==> config.mk <==
export PLATFORM = sky130hd
export DESIGN_NAME = protection_check_result
export DESIGN_NICKNAME = d
export VERILOG_FILES = /design/src/prot_check_pkg.sv /design/src/area_permission_eval.sv /design/src/protection_check_result.sv
export SDC_FILE = /design/constraint.sdc
export NUM_CORES = 1
export LEC_CHECK = 0
export BUFFER_PORTS_ARGS = -buffer_cell sky130_fd_sc_hd__buf_2
export CORE_ASPECT_RATIO = 2
export CORE_MARGIN = 8
export CORE_UTILIZATION = 30
export DETAILED_ROUTE_END_ITERATION = 10
export HOLD_SLACK_MARGIN = 0.15
export SYNTH_ARGS = -nofsm -noshare
export SYNTH_HDL_FRONTEND = slang
export SYNTH_SLANG_ARGS = --single-unit
==> constraint.sdc <==
create_clock -name clk -period 8.6 [get_ports clk]
set_input_delay 2.15 -clock clk [delete_from_list [all_inputs] [get_ports clk]]
set_output_delay 2.15 -clock clk [all_outputs]
set_load 0.05 [all_outputs]
==> src/prot_check_pkg.sv <==
// constants and carrier types for the protection check result block
//////////////////////////////////////////////////////////////////////
// Contract
// - guest user write and read bits report guest user write permission, zero without virtualization
// - result bits 15..9, 7, 6 read zero; software writes zero there
// - boundary bit set when area contains 0000_0000 or 7FFF_FFFF, else cleared
// - combined supervisor execute: zero without virtualization, else host AND guest
// - combined supervisor write: zero without virtualization, else host AND guest
// - combined supervisor read: area permission, host AND guest under virtualization
// - combined user execute: area permission, host AND guest under virtualization
// - combined user write: area permission, host AND guest under virtualization
// - combined user read: area permission, host AND guest under virtualization
// - any write to command starts check of current bank; command reads zero
// - host permission bits 29..24 report host entries, zero without virtualization
package prot_check_pkg;

	localparam int unsigned N_ENTRIES = 4;

	// byte offsets on the register bus
	localparam logic [7:0] CMD_OFS    = 8'h00;
	localparam logic [7:0] RESULT_OFS = 8'h04;
	localparam logic [7:0] AREA_LO_OFS = 8'h08;
	localparam logic [7:0] AREA_HI_OFS = 8'h0C;
	localparam logic [7:0] CTRL_OFS   = 8'h10;
	localparam logic [7:0] ENTRY_OFS  = 8'h40;
	localparam logic [1:0] ENT_LO_FLD   = 2'h0;
	localparam logic [1:0] ENT_HI_FLD   = 2'h1;
	localparam logic [1:0] ENT_ATTR_FLD = 2'h2;

	// field positions
	localparam int unsigned CTRL_VIRT_BIT  = 0;
	localparam int unsigned CTRL_BANK_BIT  = 1;
	localparam int unsigned ATTR_GUEST_BIT = 8;
	localparam int unsigned ATTR_EN_BIT    = 9;
	localparam int unsigned ATTR_BANK_BIT  = 10;

	// writable bits of the result register
	localparam logic [31:0] RESULT_WMASK = 32'h3F3F_013F;
	localparam logic [31:0] ZERO_WORD    = 32'h0000_0000;
	localparam logic [31:0] TOP_POSITIVE = 32'h7FFF_FFFF;

	// reset values
	localparam logic [31:0] AREA_RST = 32'h0000_0000;
	localparam logic        CTRL_RST = 1'b0;

	typedef struct packed {
		logic sx;
		logic sw;
		logic sr;
		logic ux;
		logic uw;
		logic ur;
	} perm_t;

	typedef struct packed {
		logic [1:0] rsv_hi;
		perm_t      host;
		logic [1:0] rsv_mid;
		perm_t      guest;
		logic [6:0] rsv_lo;
		logic       boundary_wrap_flag;
		logic [1:0] rsv_low;
		perm_t      comb;
	} result_t;

	typedef struct packed {
		logic [31:0] lo;
		logic [31:0] hi;
		perm_t       perm;
		logic        guest;
		logic        enabled;
		logic        bank;
	} entry_t;

endpackage

==> src/area_permission_eval.sv <==
// evaluates one protection check over the entry table
`timescale 1ns/1ps
module area_permission_eval (
	input  wire logic                                        clk,
	input  wire logic                                        rst_n,
	input  wire logic                                        start,
	input  wire logic [31:0]                                 area_lo,
	input  wire logic [31:0]                                 area_hi,
	input  wire logic                                        virt_en,
	input  wire logic                                        bank,
	input  wire prot_check_pkg::entry_t [prot_check_pkg::N_ENTRIES-1:0] entries,
	output prot_check_pkg::result_t                          res,
	output logic                                             done
);
	logic [prot_check_pkg::N_ENTRIES-1:0] covers;
	prot_check_pkg::perm_t   host_p;
	prot_check_pkg::perm_t   guest_p;
	prot_check_pkg::perm_t   any_p;
	prot_check_pkg::result_t res_d;
	prot_check_pkg::result_t res_q;
	logic                    done_q;

	//////////////////////////////////////////////////////////////////
	genvar i;
	for (i = 0; i < prot_check_pkg::N_ENTRIES; i++) begin : g_ent
		// only entries of the selected bank take part
		assign covers[i] = entries[i].enabled && (entries[i].bank == bank)
			&& (area_lo >= entries[i].lo) && (area_hi <= entries[i].hi);
	end

	always_comb begin
		host_p  = '0;
		guest_p = '0;
		any_p   = '0;
		for (int k = 0; k < prot_check_pkg::N_ENTRIES; k++) begin
			if (covers[k]) begin
				any_p = any_p | entries[k].perm;
				if (entries[k].guest) begin
					guest_p = guest_p | entries[k].perm;
				end else begin
					host_p = host_p | entries[k].perm;
				end
			end
		end
	end

	always_comb begin
		res_d = '0;
		if (virt_en) begin
			res_d.host     = host_p;
			res_d.guest    = guest_p;
			res_d.guest.ur = guest_p.uw;
			// combined bits follow the reported guest bits, so a set
			// combined bit always shows both host and guest bits set
			res_d.comb     = host_p & res_d.guest;
		end else begin
			res_d.comb    = any_p;
			res_d.comb.sx = 1'b0;
			res_d.comb.sw = 1'b0;
		end
		res_d.boundary_wrap_flag = (area_lo == prot_check_pkg::ZERO_WORD)
			|| ((area_lo <= prot_check_pkg::TOP_POSITIVE)
			&& (area_hi >= prot_check_pkg::TOP_POSITIVE));
	end

	//////////////////////////////////////////////////////////////////
	// no reset: contents mean nothing until the first check
	always_ff @(posedge clk) begin
		if (start) begin
			res_q <= res_d;
		end
	end

	always_ff @(posedge clk or negedge rst_n) begin
		if (!rst_n) begin
			done_q <= 1'b0;
		end else begin
			done_q <= start;
		end
	end

	assign res  = res_q;
	assign done = done_q;

	a_done_follows: assert property (@(posedge clk) disable iff (!rst_n)
		start |=> done) else $error("done did not follow start");
endmodule

==> src/protection_check_result.sv <==
// ahb-lite slave holding the protection check command, result and setup registers
//
// The AHB-Lite interface to the registers and the placing of the registers were chosen for this implementation.
`timescale 1ns/1ps
module protection_check_result (
	input  wire logic        clk,
	input  wire logic        rst_n,
	input  wire logic        hsel,
	input  wire logic [31:0] haddr,
	input  wire logic [1:0]  htrans,
	input  wire logic        hwrite,
	input  wire logic [2:0]  hsize,
	input  wire logic [31:0] hwdata,
	input  wire logic        hready,
	output logic             hreadyout,
	output logic             hresp,
	output logic [31:0]      hrdata
);
	logic [7:0]  addr_q;
	logic        wr_q;
	logic        rd_q;
	logic        hready_q;
	logic [31:0] hrdata_q;
	logic [31:0] rd_data;
	logic        accept;
	logic        do_wr;
	logic        cmd_wr;
	logic [31:0] area_lo_q;
	logic [31:0] area_hi_q;
	logic        virtualization_enable;
	logic        protection_bank_select;
	prot_check_pkg::entry_t [prot_check_pkg::N_ENTRIES-1:0] entry_q;
	prot_check_pkg::result_t protection_check_result_q;
	prot_check_pkg::result_t chk_res;
	logic                    chk_done;

	//////////////////////////////////////////////////////////////////
	// bus front end: writes need no wait, reads take one wait state; a read
	// issued back to back with a command still returns the previous result
	assign accept = hsel && htrans[1] && hready;
	assign do_wr  = wr_q && hready_q;
	assign cmd_wr = do_wr && (addr_q == prot_check_pkg::CMD_OFS);

	always_ff @(posedge clk or negedge rst_n) begin
		if (!rst_n) begin
			addr_q <= 8'h00;
			wr_q   <= 1'b0;
			rd_q   <= 1'b0;
		end else begin
			if (accept) begin
				addr_q <= {haddr[7:2], 2'b00};
			end
			wr_q <= accept && hwrite;
			rd_q <= accept && !hwrite;
		end
	end

	always_ff @(posedge clk or negedge rst_n) begin
		if (!rst_n) begin
			hready_q <= 1'b1;
			hrdata_q <= 32'h0000_0000;
		end else begin
			hready_q <= !(accept && !hwrite);
			if (rd_q) begin
				hrdata_q <= rd_data;
			end
		end
	end

	always_comb begin
		rd_data = 32'h0000_0000;
		// same window as the write decode, so offsets above it read zero
		if (addr_q[7:6] == prot_check_pkg::ENTRY_OFS[7:6]) begin
			if (addr_q[3:2] == prot_check_pkg::ENT_LO_FLD) begin
				rd_data = entry_q[addr_q[5:4]].lo;
			end else if (addr_q[3:2] == prot_check_pkg::ENT_HI_FLD) begin
				rd_data = entry_q[addr_q[5:4]].hi;
			end else if (addr_q[3:2] == prot_check_pkg::ENT_ATTR_FLD) begin
				rd_data[5:0] = entry_q[addr_q[5:4]].perm;
				rd_data[prot_check_pkg::ATTR_GUEST_BIT] = entry_q[addr_q[5:4]].guest;
				rd_data[prot_check_pkg::ATTR_EN_BIT]    = entry_q[addr_q[5:4]].enabled;
				rd_data[prot_check_pkg::ATTR_BANK_BIT]  = entry_q[addr_q[5:4]].bank;
			end
		end else begin
			unique case (addr_q)
				prot_check_pkg::CMD_OFS: begin
					rd_data = 32'h0000_0000;
				end
				prot_check_pkg::RESULT_OFS: begin
					rd_data = protection_check_result_q & prot_check_pkg::RESULT_WMASK;
				end
				prot_check_pkg::AREA_LO_OFS: begin
					rd_data = area_lo_q;
				end
				prot_check_pkg::AREA_HI_OFS: begin
					rd_data = area_hi_q;
				end
				prot_check_pkg::CTRL_OFS: begin
					rd_data[prot_check_pkg::CTRL_VIRT_BIT] = virtualization_enable;
					rd_data[prot_check_pkg::CTRL_BANK_BIT] = protection_bank_select;
				end
				default: begin
					rd_data = 32'h0000_0000;
				end
			endcase
		end
	end

	//////////////////////////////////////////////////////////////////
	// setup registers
	always_ff @(posedge clk or negedge rst_n) begin
		if (!rst_n) begin
			area_lo_q              <= prot_check_pkg::AREA_RST;
			area_hi_q              <= prot_check_pkg::AREA_RST;
			virtualization_enable  <= prot_check_pkg::CTRL_RST;
			protection_bank_select <= prot_check_pkg::CTRL_RST;
		end else if (do_wr) begin
			if (addr_q == prot_check_pkg::AREA_LO_OFS) begin
				area_lo_q <= hwdata;
			end
			if (addr_q == prot_check_pkg::AREA_HI_OFS) begin
				area_hi_q <= hwdata;
			end
			if (addr_q == prot_check_pkg::CTRL_OFS) begin
				virtualization_enable  <= hwdata[prot_check_pkg::CTRL_VIRT_BIT];
				protection_bank_select <= hwdata[prot_check_pkg::CTRL_BANK_BIT];
			end
		end
	end

	genvar e;
	for (e = 0; e < prot_check_pkg::N_ENTRIES; e++) begin : g_entry
		always_ff @(posedge clk or negedge rst_n) begin
			if (!rst_n) begin
				entry_q[e] <= '0;
			end else if (do_wr && (addr_q[7:6] == prot_check_pkg::ENTRY_OFS[7:6])
				&& (addr_q[5:4] == 2'(e))) begin
				if (addr_q[3:2] == prot_check_pkg::ENT_LO_FLD) begin
					entry_q[e].lo <= hwdata;
				end
				if (addr_q[3:2] == prot_check_pkg::ENT_HI_FLD) begin
					entry_q[e].hi <= hwdata;
				end
				if (addr_q[3:2] == prot_check_pkg::ENT_ATTR_FLD) begin
					entry_q[e].perm    <= hwdata[5:0];
					entry_q[e].guest   <= hwdata[prot_check_pkg::ATTR_GUEST_BIT];
					entry_q[e].enabled <= hwdata[prot_check_pkg::ATTR_EN_BIT];
					entry_q[e].bank    <= hwdata[prot_check_pkg::ATTR_BANK_BIT];
				end
			end
		end
	end

	//////////////////////////////////////////////////////////////////
	area_permission_eval u_eval (
		.clk     (clk),
		.rst_n   (rst_n),
		.start   (cmd_wr),
		.area_lo (area_lo_q),
		.area_hi (area_hi_q),
		.virt_en (virtualization_enable),
		.bank    (protection_bank_select),
		.entries (entry_q),
		.res     (chk_res),
		.done    (chk_done)
	);

	// a finishing check wins over a software write in the same cycle;
	// left unreset since it is undefined until the first check
	always_ff @(posedge clk) begin
		if (chk_done) begin
			protection_check_result_q <= chk_res;
		end else if (do_wr && (addr_q == prot_check_pkg::RESULT_OFS)) begin
			protection_check_result_q <= hwdata & prot_check_pkg::RESULT_WMASK;
		end
	end

	always_ff @(posedge clk or negedge rst_n) begin
		if (!rst_n) begin
			hresp <= 1'b0;
		end else begin
			hresp <= 1'b0;
		end
	end

	assign hreadyout = hready_q;
	assign hrdata    = hrdata_q;

	//////////////////////////////////////////////////////////////////
	a_guest_user_bits: assert property (@(posedge clk) disable iff (!rst_n)
		chk_done |-> (chk_res.guest.ur == chk_res.guest.uw)
		&& ($past(virtualization_enable) || (chk_res.guest == '0)))
		else $error("guest user bits wrong");
	a_reserved_read_zero: assert property (@(posedge clk) disable iff (!rst_n)
		rd_q && (addr_q == prot_check_pkg::RESULT_OFS)
		|=> (hrdata[15:9] == 7'h00) && (hrdata[7:6] == 2'h0) && hreadyout)
		else $error("reserved result bits not zero");
	a_boundary_flag: assert property (@(posedge clk) disable iff (!rst_n)
		cmd_wr |=> chk_res.boundary_wrap_flag == (($past(area_lo_q) == 32'h0000_0000)
		|| (($past(area_lo_q) <= 32'h7FFF_FFFF) && ($past(area_hi_q) >= 32'h7FFF_FFFF))))
		else $error("boundary flag wrong");
	a_super_exec_comb: assert property (@(posedge clk) disable iff (!rst_n)
		chk_done |-> chk_res.comb.sx == ($past(virtualization_enable)
		&& chk_res.host.sx && chk_res.guest.sx))
		else $error("combined supervisor execute wrong");
	a_super_write_comb: assert property (@(posedge clk) disable iff (!rst_n)
		chk_done |-> chk_res.comb.sw == ($past(virtualization_enable)
		&& chk_res.host.sw && chk_res.guest.sw))
		else $error("combined supervisor write wrong");
	a_super_read_comb: assert property (@(posedge clk) disable iff (!rst_n)
		chk_done && $past(virtualization_enable)
		|-> chk_res.comb.sr == (chk_res.host.sr && chk_res.guest.sr))
		else $error("combined supervisor read wrong");
	a_user_exec_comb: assert property (@(posedge clk) disable iff (!rst_n)
		chk_done && $past(virtualization_enable)
		|-> chk_res.comb.ux == (chk_res.host.ux && chk_res.guest.ux))
		else $error("combined user execute wrong");
	a_user_write_comb: assert property (@(posedge clk) disable iff (!rst_n)
		chk_done && $past(virtualization_enable)
		|-> chk_res.comb.uw == (chk_res.host.uw && chk_res.guest.uw))
		else $error("combined user write wrong");
	a_user_read_comb: assert property (@(posedge clk) disable iff (!rst_n)
		chk_done && $past(virtualization_enable)
		|-> chk_res.comb.ur == (chk_res.host.ur && chk_res.guest.ur))
		else $error("combined user read wrong");
	a_cmd_stores_result: assert property (@(posedge clk) disable iff (!rst_n)
		cmd_wr |=> chk_done ##1 (protection_check_result_q == $past(chk_res)))
		else $error("check result not stored");
	a_cmd_reads_zero: assert property (@(posedge clk) disable iff (!rst_n)
		rd_q && (addr_q == prot_check_pkg::CMD_OFS) |=> hrdata == 32'h0000_0000)
		else $error("command read not zero");
	a_host_bits_off: assert property (@(posedge clk) disable iff (!rst_n)
		chk_done && !$past(virtualization_enable) |-> chk_res.host == '0)
		else $error("host bits set without virtualization");
	a_read_one_wait: assert property (@(posedge clk) disable iff (!rst_n)
		accept && !hwrite |=> !hreadyout ##1 hreadyout)
		else $error("read wait state wrong");

	c_check_virt: cover property (@(posedge clk) disable iff (!rst_n)
		chk_done && virtualization_enable && chk_res.comb.sx);
	c_check_plain: cover property (@(posedge clk) disable iff (!rst_n)
		chk_done && !virtualization_enable && chk_res.comb.ur);
	c_boundary_hit: cover property (@(posedge clk) disable iff (!rst_n)
		chk_done && chk_res.boundary_wrap_flag);
endmodule

==> run_results.csv, run 1 <==
group,metric,value,unit
drt,drc,0,
synthesis,synthArstFlopShare,91.5,%
sta,fmax,226,MHz
global_route,grt_max_degree,163,
synthesis,synthTopCellsByArea,"dfrtp_1 (38%), ha_1 (12%), mux2_2 (11%)",
sta,finalSetupViolations,0,
worst_setup_path,critPathMaxFanout,11,
power,p_comb_share,21.9,%
drt,drt-initial-drc-count,1709,
clocking,clkSinkCount,437,
synthesis,synthesis.area,26000,um2
worst_setup_path,path_depth,11,
synthesis,synth_top_area_share,38.4,%
cells_and_area,nNetsFinal,2754,
synthesis,ys_ff_latch,437,
worst_setup_path,crit_family,"compound AO/OA/AOI/OAI gates",
global_route,grt.total_usage,16.2,%
sta,period_needed,4.42,ns
cells_and_area,final_area,29200,um2
drt,antenna_left,0,
clocking,insertion_delay,0.60,ns
clocking,clkTransAtPathRegs,0.06,ns
synthesis,yosysSeqAreaShare,42.7,%
worst_setup_path,r2r.worst_path.cells,11,
sta,finalCritPeriodShare,51.3,%
worst_setup_path,crit_chain,"inv_1 > ha_1 > nand2b_1 > a2111o_1 > a31oi_1 > o21ai_0 > a211oi_1 > nor2b_1 > and2_1 > a211oi_1 > nor2_1",
worst_setup_path,worstPathArrival,4.73,ns
floorplanning,io_pins,108,
floorplanning,initial_core_util,30.1,%
drt,routedWlPerCell,21.9,um
clocking,cts_buffers,49,
placed_design,dpl-instance-area,27600,um2
clocking,cts_setup_buffers,0,
power,ir_drop,0.207,mV
sta,layout_setup_ws,4.18,ns
power,p_clk_share,35.5,%
cells_and_area,fill_cells,8775,
synthesis,synth_edf_count,37,
global_route,grt_pass1_vias,19500,
clocking,cts_tree,"done",
global_route,grt.overflow.total,0,
power,powerDensity,199,nW/um2
min_path,hold_end,"hrdata[24]",
synthesis,synth_cells,2397,
sta,relSlewSlack,16.3,%
drt,dr.pass1.iters,7,
synthesis,synth.top_cells.by_count,"dfrtp_1 (399), mux2_2 (264), inv_1 (260)",
drt,vias,19200,
placed_design,io_buffer_count,76,
clocking,cts_hold_buf,0,
worst_setup_path,cp_common_cell,"a211oi_1",
worst_setup_path,slowest_stage,"a211oi_1",
placed_design,gp_congestion,0.903,
worst_setup_path,r2r_end,"u_eval.res[28]",
floorplanning,die_h,433,um
clocking,cts_max_level,2,
power,swShare,31.6,%
worst_setup_path,required,8.91,ns
status,status,"completed",
power,p_leak,13.6,nW
worst_setup_path,worstReg2RegStart,"area_lo_q[0]",
worst_setup_path,crit_type,"flip-flop to flip-flop",
floorplanning,die-area,97000,um2
worst_setup_path,reg2reg_slack,4.18,ns
sta,maxSlewViolCount,0,
sta,finalHoldViolations,0,
worst_setup_path,crit_buf_inv,1,
synthesis,ys.flop_type,"dfrtp_1",
worst_setup_path,cp-end-kind,"flip-flop",
floorplanning,rows,153,
min_path,hold_start,"hrdata[24]",
cells_and_area,drive_gt1_share,22.0,%
clocking,clockBufferDepth,3,
sta,worstMarginPinSlew,1.25,ns
floorplanning,die_x,224,um
drt,viasPerCell,5.31,
placed_design,dp_slack,4.42,ns
worst_setup_path,critPathMaxStageDelay,0.73,ns
power,p_seq_share,42.6,%
power,power_switching,1.83,mW
clocking,cts_resized,0,
synthesis,yosysWarnings,0,
synthesis,avgSynthCellArea,10.9,um2
placed_design,dp_hpwl,54900,um
synthesis,synth_top_area_cell,"dfrtp_1",
sta,skew,0.0191,ns
clocking,cts-root-buf,"clkbuf_16",
synthesis,yosysMostFrequentCell,"dfrtp_1",
floorplanning,core,86500,um2
cells_and_area,area_growth,12.2,%
worst_setup_path,cp-start-kind,"flip-flop",
min_path,hold_class,"flip-flop to flip-flop",
global_route,grt_pass1_wl,121000,um
synthesis,syn_nets,2727,
sta,fin_tns_setup,0,ns
synthesis,synth.distinct_cells,75,
power,internal_power,3.98,mW
drt,wirelength,79200,um
sta,rsz0062_at_grt,"no",
job,drv_cap,0,
min_path,worstHoldPathCells,1,
global_route,antenna_found_initial,4,
## cells in the final DEF (no fill, tap or decap), types with 45 or more instances in the layout
cell type / count
nand4_1: 51
clkbuf_16: 49
o21ai_0: 182
a21oi_1: 120
mux2i_1: 45
mux4_2: 73
nand2_1: 225
ha_1: 256
inv_1: 260
buf_2: 75
mux2_2: 264
dfrtp_1: 394
nor2_1: 50
## kinds of logic (layout without fill, tap and decap cells)
logic type	count (synthesis)	count (layout)	share of synthesized area (%)
compound gates	475	475	11.3
fa+ha+maj	256	256	12.3
simple gates	455	455	8.34
mux	382	382	19.5
buf+inv	387	451	5.69
flops	437	437	42.7
xor+xnor	4	4	0.135
other cells	1	3	0.0144
## final cells by class
class                   instances  area, um2  area share [%]
clock inverters                16        125           0.428
multi-input cells            1573      13500            46.2
clock buffers                  72       1420            4.87
inverters                     260        976            3.34
diodes                          2       5.00          0.0171
repair buffers                103        606            2.07
flip-flops and latches        437      11100            38.1
well taps                    1162       1450            4.98
## state kept, by name (all words and copies together), names as in the netlist
register,count
addr_q,6
area_hi_q,32
area_lo_q,32
entry_q,292
hrdata,32
hreadyout,1
protection_bank_select,1
protection_check_result_q,19
rd_q,1
u_eval.done,1
u_eval.res,18
virtualization_enable,1
wr_q,1
## worst max path at each step
stage,end,slack [ns],start
5_1_grt,u_eval.res[4],4.23,area_lo_q[0]
6_report,u_eval.res[28],4.18,area_lo_q[0]
2_1_floorplan,u_eval.res[0],5.66,addr_q[4]
3_5_place_dp,u_eval.res[28],4.42,area_lo_q[0]
3_3_place_gp,u_eval.res[28],4.48,area_lo_q[0]
4_1_cts,u_eval.res[28],4.39,area_lo_q[0]
## routing by layer
metal	wire length (um)	part of all wire [%]	track usage, %
met1	34700	44	21.7
met2	36400	46	26.0
met3	5190	6.6	2.73
met4	2920	3.7	5.71
met5	13	0.016	0
## power by group through the flow
stage | Sequential, mW | Combinational (mW) | Clock, mW
after detailed placement | 2.51 | 1.26 | 0
after CTS | 2.48 | 1.27 | 2.10
after global routing | 2.51 | 1.38 | 2.18
after global placement | 2.50 | 1.24 | 0
final | 2.48 | 1.27 | 2.06
after floorplan | 2.53 | 0.794 | 0
## per-stage QoR
stage | cells | hold WS [ns] | util [%] | power (mW)
2_1_floorplan | 2397 | 0.466 | - | 3.33
3_3_place_gp | 3535 | 0.456 | 32.0 | 3.74
3_5_place_dp | 3535 | 0.462 | 32.0 | 3.77
4_1_cts | 3623 | 0.475 | 33.7 | 5.84
5_1_grt | 3623 | 0.492 | 33.7 | 6.07
6_report | 3625 | 0.471 | 33.7 | 5.81
Power figures use the tool's default switching activity.
==> run 2, diff against run 1 <==
--- a/config.mk
+++ b/config.mk
@@ -5,6 +5,7 @@
 export SDC_FILE = /design/constraint.sdc
 export NUM_CORES = 1
 export LEC_CHECK = 0
+export ABC_AREA = 1
 export BUFFER_PORTS_ARGS = -buffer_cell sky130_fd_sc_hd__buf_2
 export CORE_ASPECT_RATIO = 2
 export CORE_MARGIN = 8
==> constraint.sdc (replaced) <==
create_clock -name clk -period 3.9 [get_ports clk]
set_input_delay 0.975 -clock clk [delete_from_list [all_inputs] [get_ports clk]]
set_output_delay 0.975 -clock clk [all_outputs]
set_load 0.05 [all_outputs]
==> run_results.csv, run 2 <==
group,metric,value,unit
synthesis,yosysWarnings,0,
cells_and_area,area_growth,12.3,%
clocking,clkSinkCount,437,
sta,finalCritPeriodShare,86.1,%
synthesis,synthesis.area,25500,um2
sta,worstMarginPinSlew,1.12,ns
worst_setup_path,crit_type,"flip-flop to flip-flop",
synthesis,synth.top_cells.by_count,"nand2_1 (764), o21ai_0 (462), dfrtp_1 (399)",
clocking,cts_resized,0,
cells_and_area,mostFrequentLayoutCells,"nand2_1 (760), o21ai_0 (462), dfrtp_1 (399)",
floorplanning,initial_core_util,30.2,%
synthesis,ys.flop_type,"dfrtp_1",
placed_design,gp_congestion,0.919,
synthesis,yosysSeqAreaShare,43.6,%
floorplanning,rows,151,
worst_setup_path,critPathMaxFanout,14,
global_route,grt.overflow.total,0,
drt,wirelength,91300,um
sta,finalSetupViolations,0,
drt,viasPerCell,5.20,
min_path,hold_class,"input pin to asynchronous set/reset pin",
floorplanning,core,84500,um2
clocking,cts_buffers,41,
clocking,clkTransAtPathRegs,0.07,ns
floorplanning,die_x,222,um
cells_and_area,final_common_cell,"nand2_1",
floorplanning,io_pins,108,
drt,routedWlPerCell,21.3,um
worst_setup_path,critical_path.startpoint,"area_lo_q[31]",
drt,drc,0,
sta,finalHoldViolations,0,
synthesis,synth_cells,3148,
sta,period_needed,3.36,ns
placed_design,io_buffer_count,76,
job,drv_cap,0,
sta,fin_tns_setup,0,ns
clocking,cts_setup_buffers,0,
synthesis,synth.distinct_cells,50,
drt,drt-initial-drc-count,1625,
worst_setup_path,worstReg2RegStart,"area_lo_q[31]",
cells_and_area,largest_register,"entry_q",
sta,rsz0062_at_grt,"no",
power,ir_drop,0.281,mV
power,p_leak,16.2,nW
clocking,insertion_delay,0.59,ns
global_route,grt.total_usage,18.8,%
global_route,grt_pass1_wl,137000,um
floorplanning,die-area,95200,um2
cells_and_area,final_core_util,33.9,%
clocking,cts_max_level,2,
synthesis,synthTopCellsByArea,"dfrtp_1 (39%), ha_1 (13%), nand2_1 (11%)",
clocking,clockBufferDepth,3,
cells_and_area,largest_register_ffs,292,
clocking,cts_hold_buf,0,
floorplanning,die_h,428,um
sta,maxSlewViolCount,0,
placed_design,dpl-instance-area,27200,um2
placed_design,dp.cells,4202,
cells_and_area,finalNonFillerCells,4280,
status,status,"completed",
sta,relSlewSlack,25.2,%
synthesis,yosysMostFrequentCell,"nand2_1",
global_route,grt_pass1_vias,22700,
worst_setup_path,cp-start-kind,"flip-flop",
synthesis,synth_top_area_share,39.1,%
synthesis,synth_top_area_cell,"dfrtp_1",
synthesis,ys_ff_latch,437,
cells_and_area,nNetsFinal,3504,
worst_setup_path,required,4.36,ns
global_route,antenna_found_initial,7,
power,powerDensity,560,nW/um2
drt,dr.pass1.iters,6,
drt,antenna_left,0,
worst_setup_path,worstPathArrival,3.82,ns
worst_setup_path,cp-end-kind,"flip-flop",
global_route,grt_max_degree,79,
synthesis,synthArstFlopShare,91.5,%
cells_and_area,final_area,28700,um2
placed_design,dp_hpwl,67700,um
cells_and_area,fill_cells,8780,
clocking,cts_tree,"done",
synthesis,avgSynthCellArea,8.11,um2
drt,vias,22300,
sta,skew,0.0338,ns
sta,fmax,298,MHz
clocking,cts-root-buf,"clkbuf_16",
cells_and_area,drive_gt1_share,7.77,%
synthesis,synth_edf_count,37,
synthesis,syn_nets,3478,
[run 2: path summary, 6_finish.rpt]
| path | cells past startpoint | slack (ns) | end |
|---|---|---|---|
| max in group asynchronous | 2 | 2.63 | entry_q[109] |
| worst max register to register | 13 | 0.54 | u_eval.res[1] |
| worst max-delay path | 13 | 0.54 | u_eval.res[1] |
| worst min-delay path | 1 | 0.32 | entry_q[52] |
| worst min register to register | 2 | 0.48 | entry_q[36] |
| min in group clk | 2 | 0.48 | entry_q[36] |
[run 2: layout make-up]
| cell class | instances | area [um2] | area share (%) |
|---|---|---|---|
| multi-input cells | 2161 | 12300 | 43.0 |
| flip-flops and latches | 437 | 11100 | 38.8 |
| inverters | 397 | 1490 | 5.20 |
| well taps | 1071 | 1340 | 4.68 |
| clock buffers | 57 | 1160 | 4.04 |
| repair buffers | 136 | 928 | 3.24 |
| clock inverters | 18 | 295 | 1.03 |
| diodes | 3 | 7.51 | 0.0262 |
[run 2: cells by family (layout without fill, tap and decap cells)]
group	Yosys count	after routing	share of synthesized area (%)
and+or+nand+nor	1027	1027	16.7
xor gates and xnor gates	1	1	0.0343
muxes	2	2	0.0882
buffers and inverters	550	608	8.31
other	1	4	0.0147
DFF	437	437	43.6
AOI/OAI and AO/OA	874	874	18.7
adders and majority gates	256	256	12.6
[run 2: report_power, final]
group,internal [mW],total [mW],switching (mW)
combinational,1.84,6.14,4.30
clock,2.56,4.43,1.88
sequential,5.07,5.48,0.411
total,9.47,16.1,6.59
[run 2: stage by stage]
stage	hold WS (ns)	worst slack (ns)	power [mW]
global placement	0.465	0.709	11.5
CTS	0.404	0.643	16.1
global route	0.399	0.417	16.9
detailed placement	0.472	0.674	11.6
finish	0.317	0.541	16.1
floorplan	0.453	1.12	9.35
[run 2: critical path, cell delays in order (launching register included)]
cell and delay [ns]:
dfrtp_1 0.51, ha_1 0.37, nand2_1 0.10, nor2_1 0.18, nand4_1 0.35, nor2_1 0.42, nand2_1 0.08, nand3_1 0.12
nand2_1 0.09, nor2_2 0.51, nand3_1 0.18, nand3_1 0.16, nand3_1 0.08, nand2_1 0.07
[run 2: per-layer routing]
metal  routed length (um)  track usage (%)  up-vias
li1                     -                -    10600
met1                31800             18.6    10500
met2                45900             33.8      763
met3                 4410             2.68      337
met4                 9220             17.0       10
met5                   66                0        -
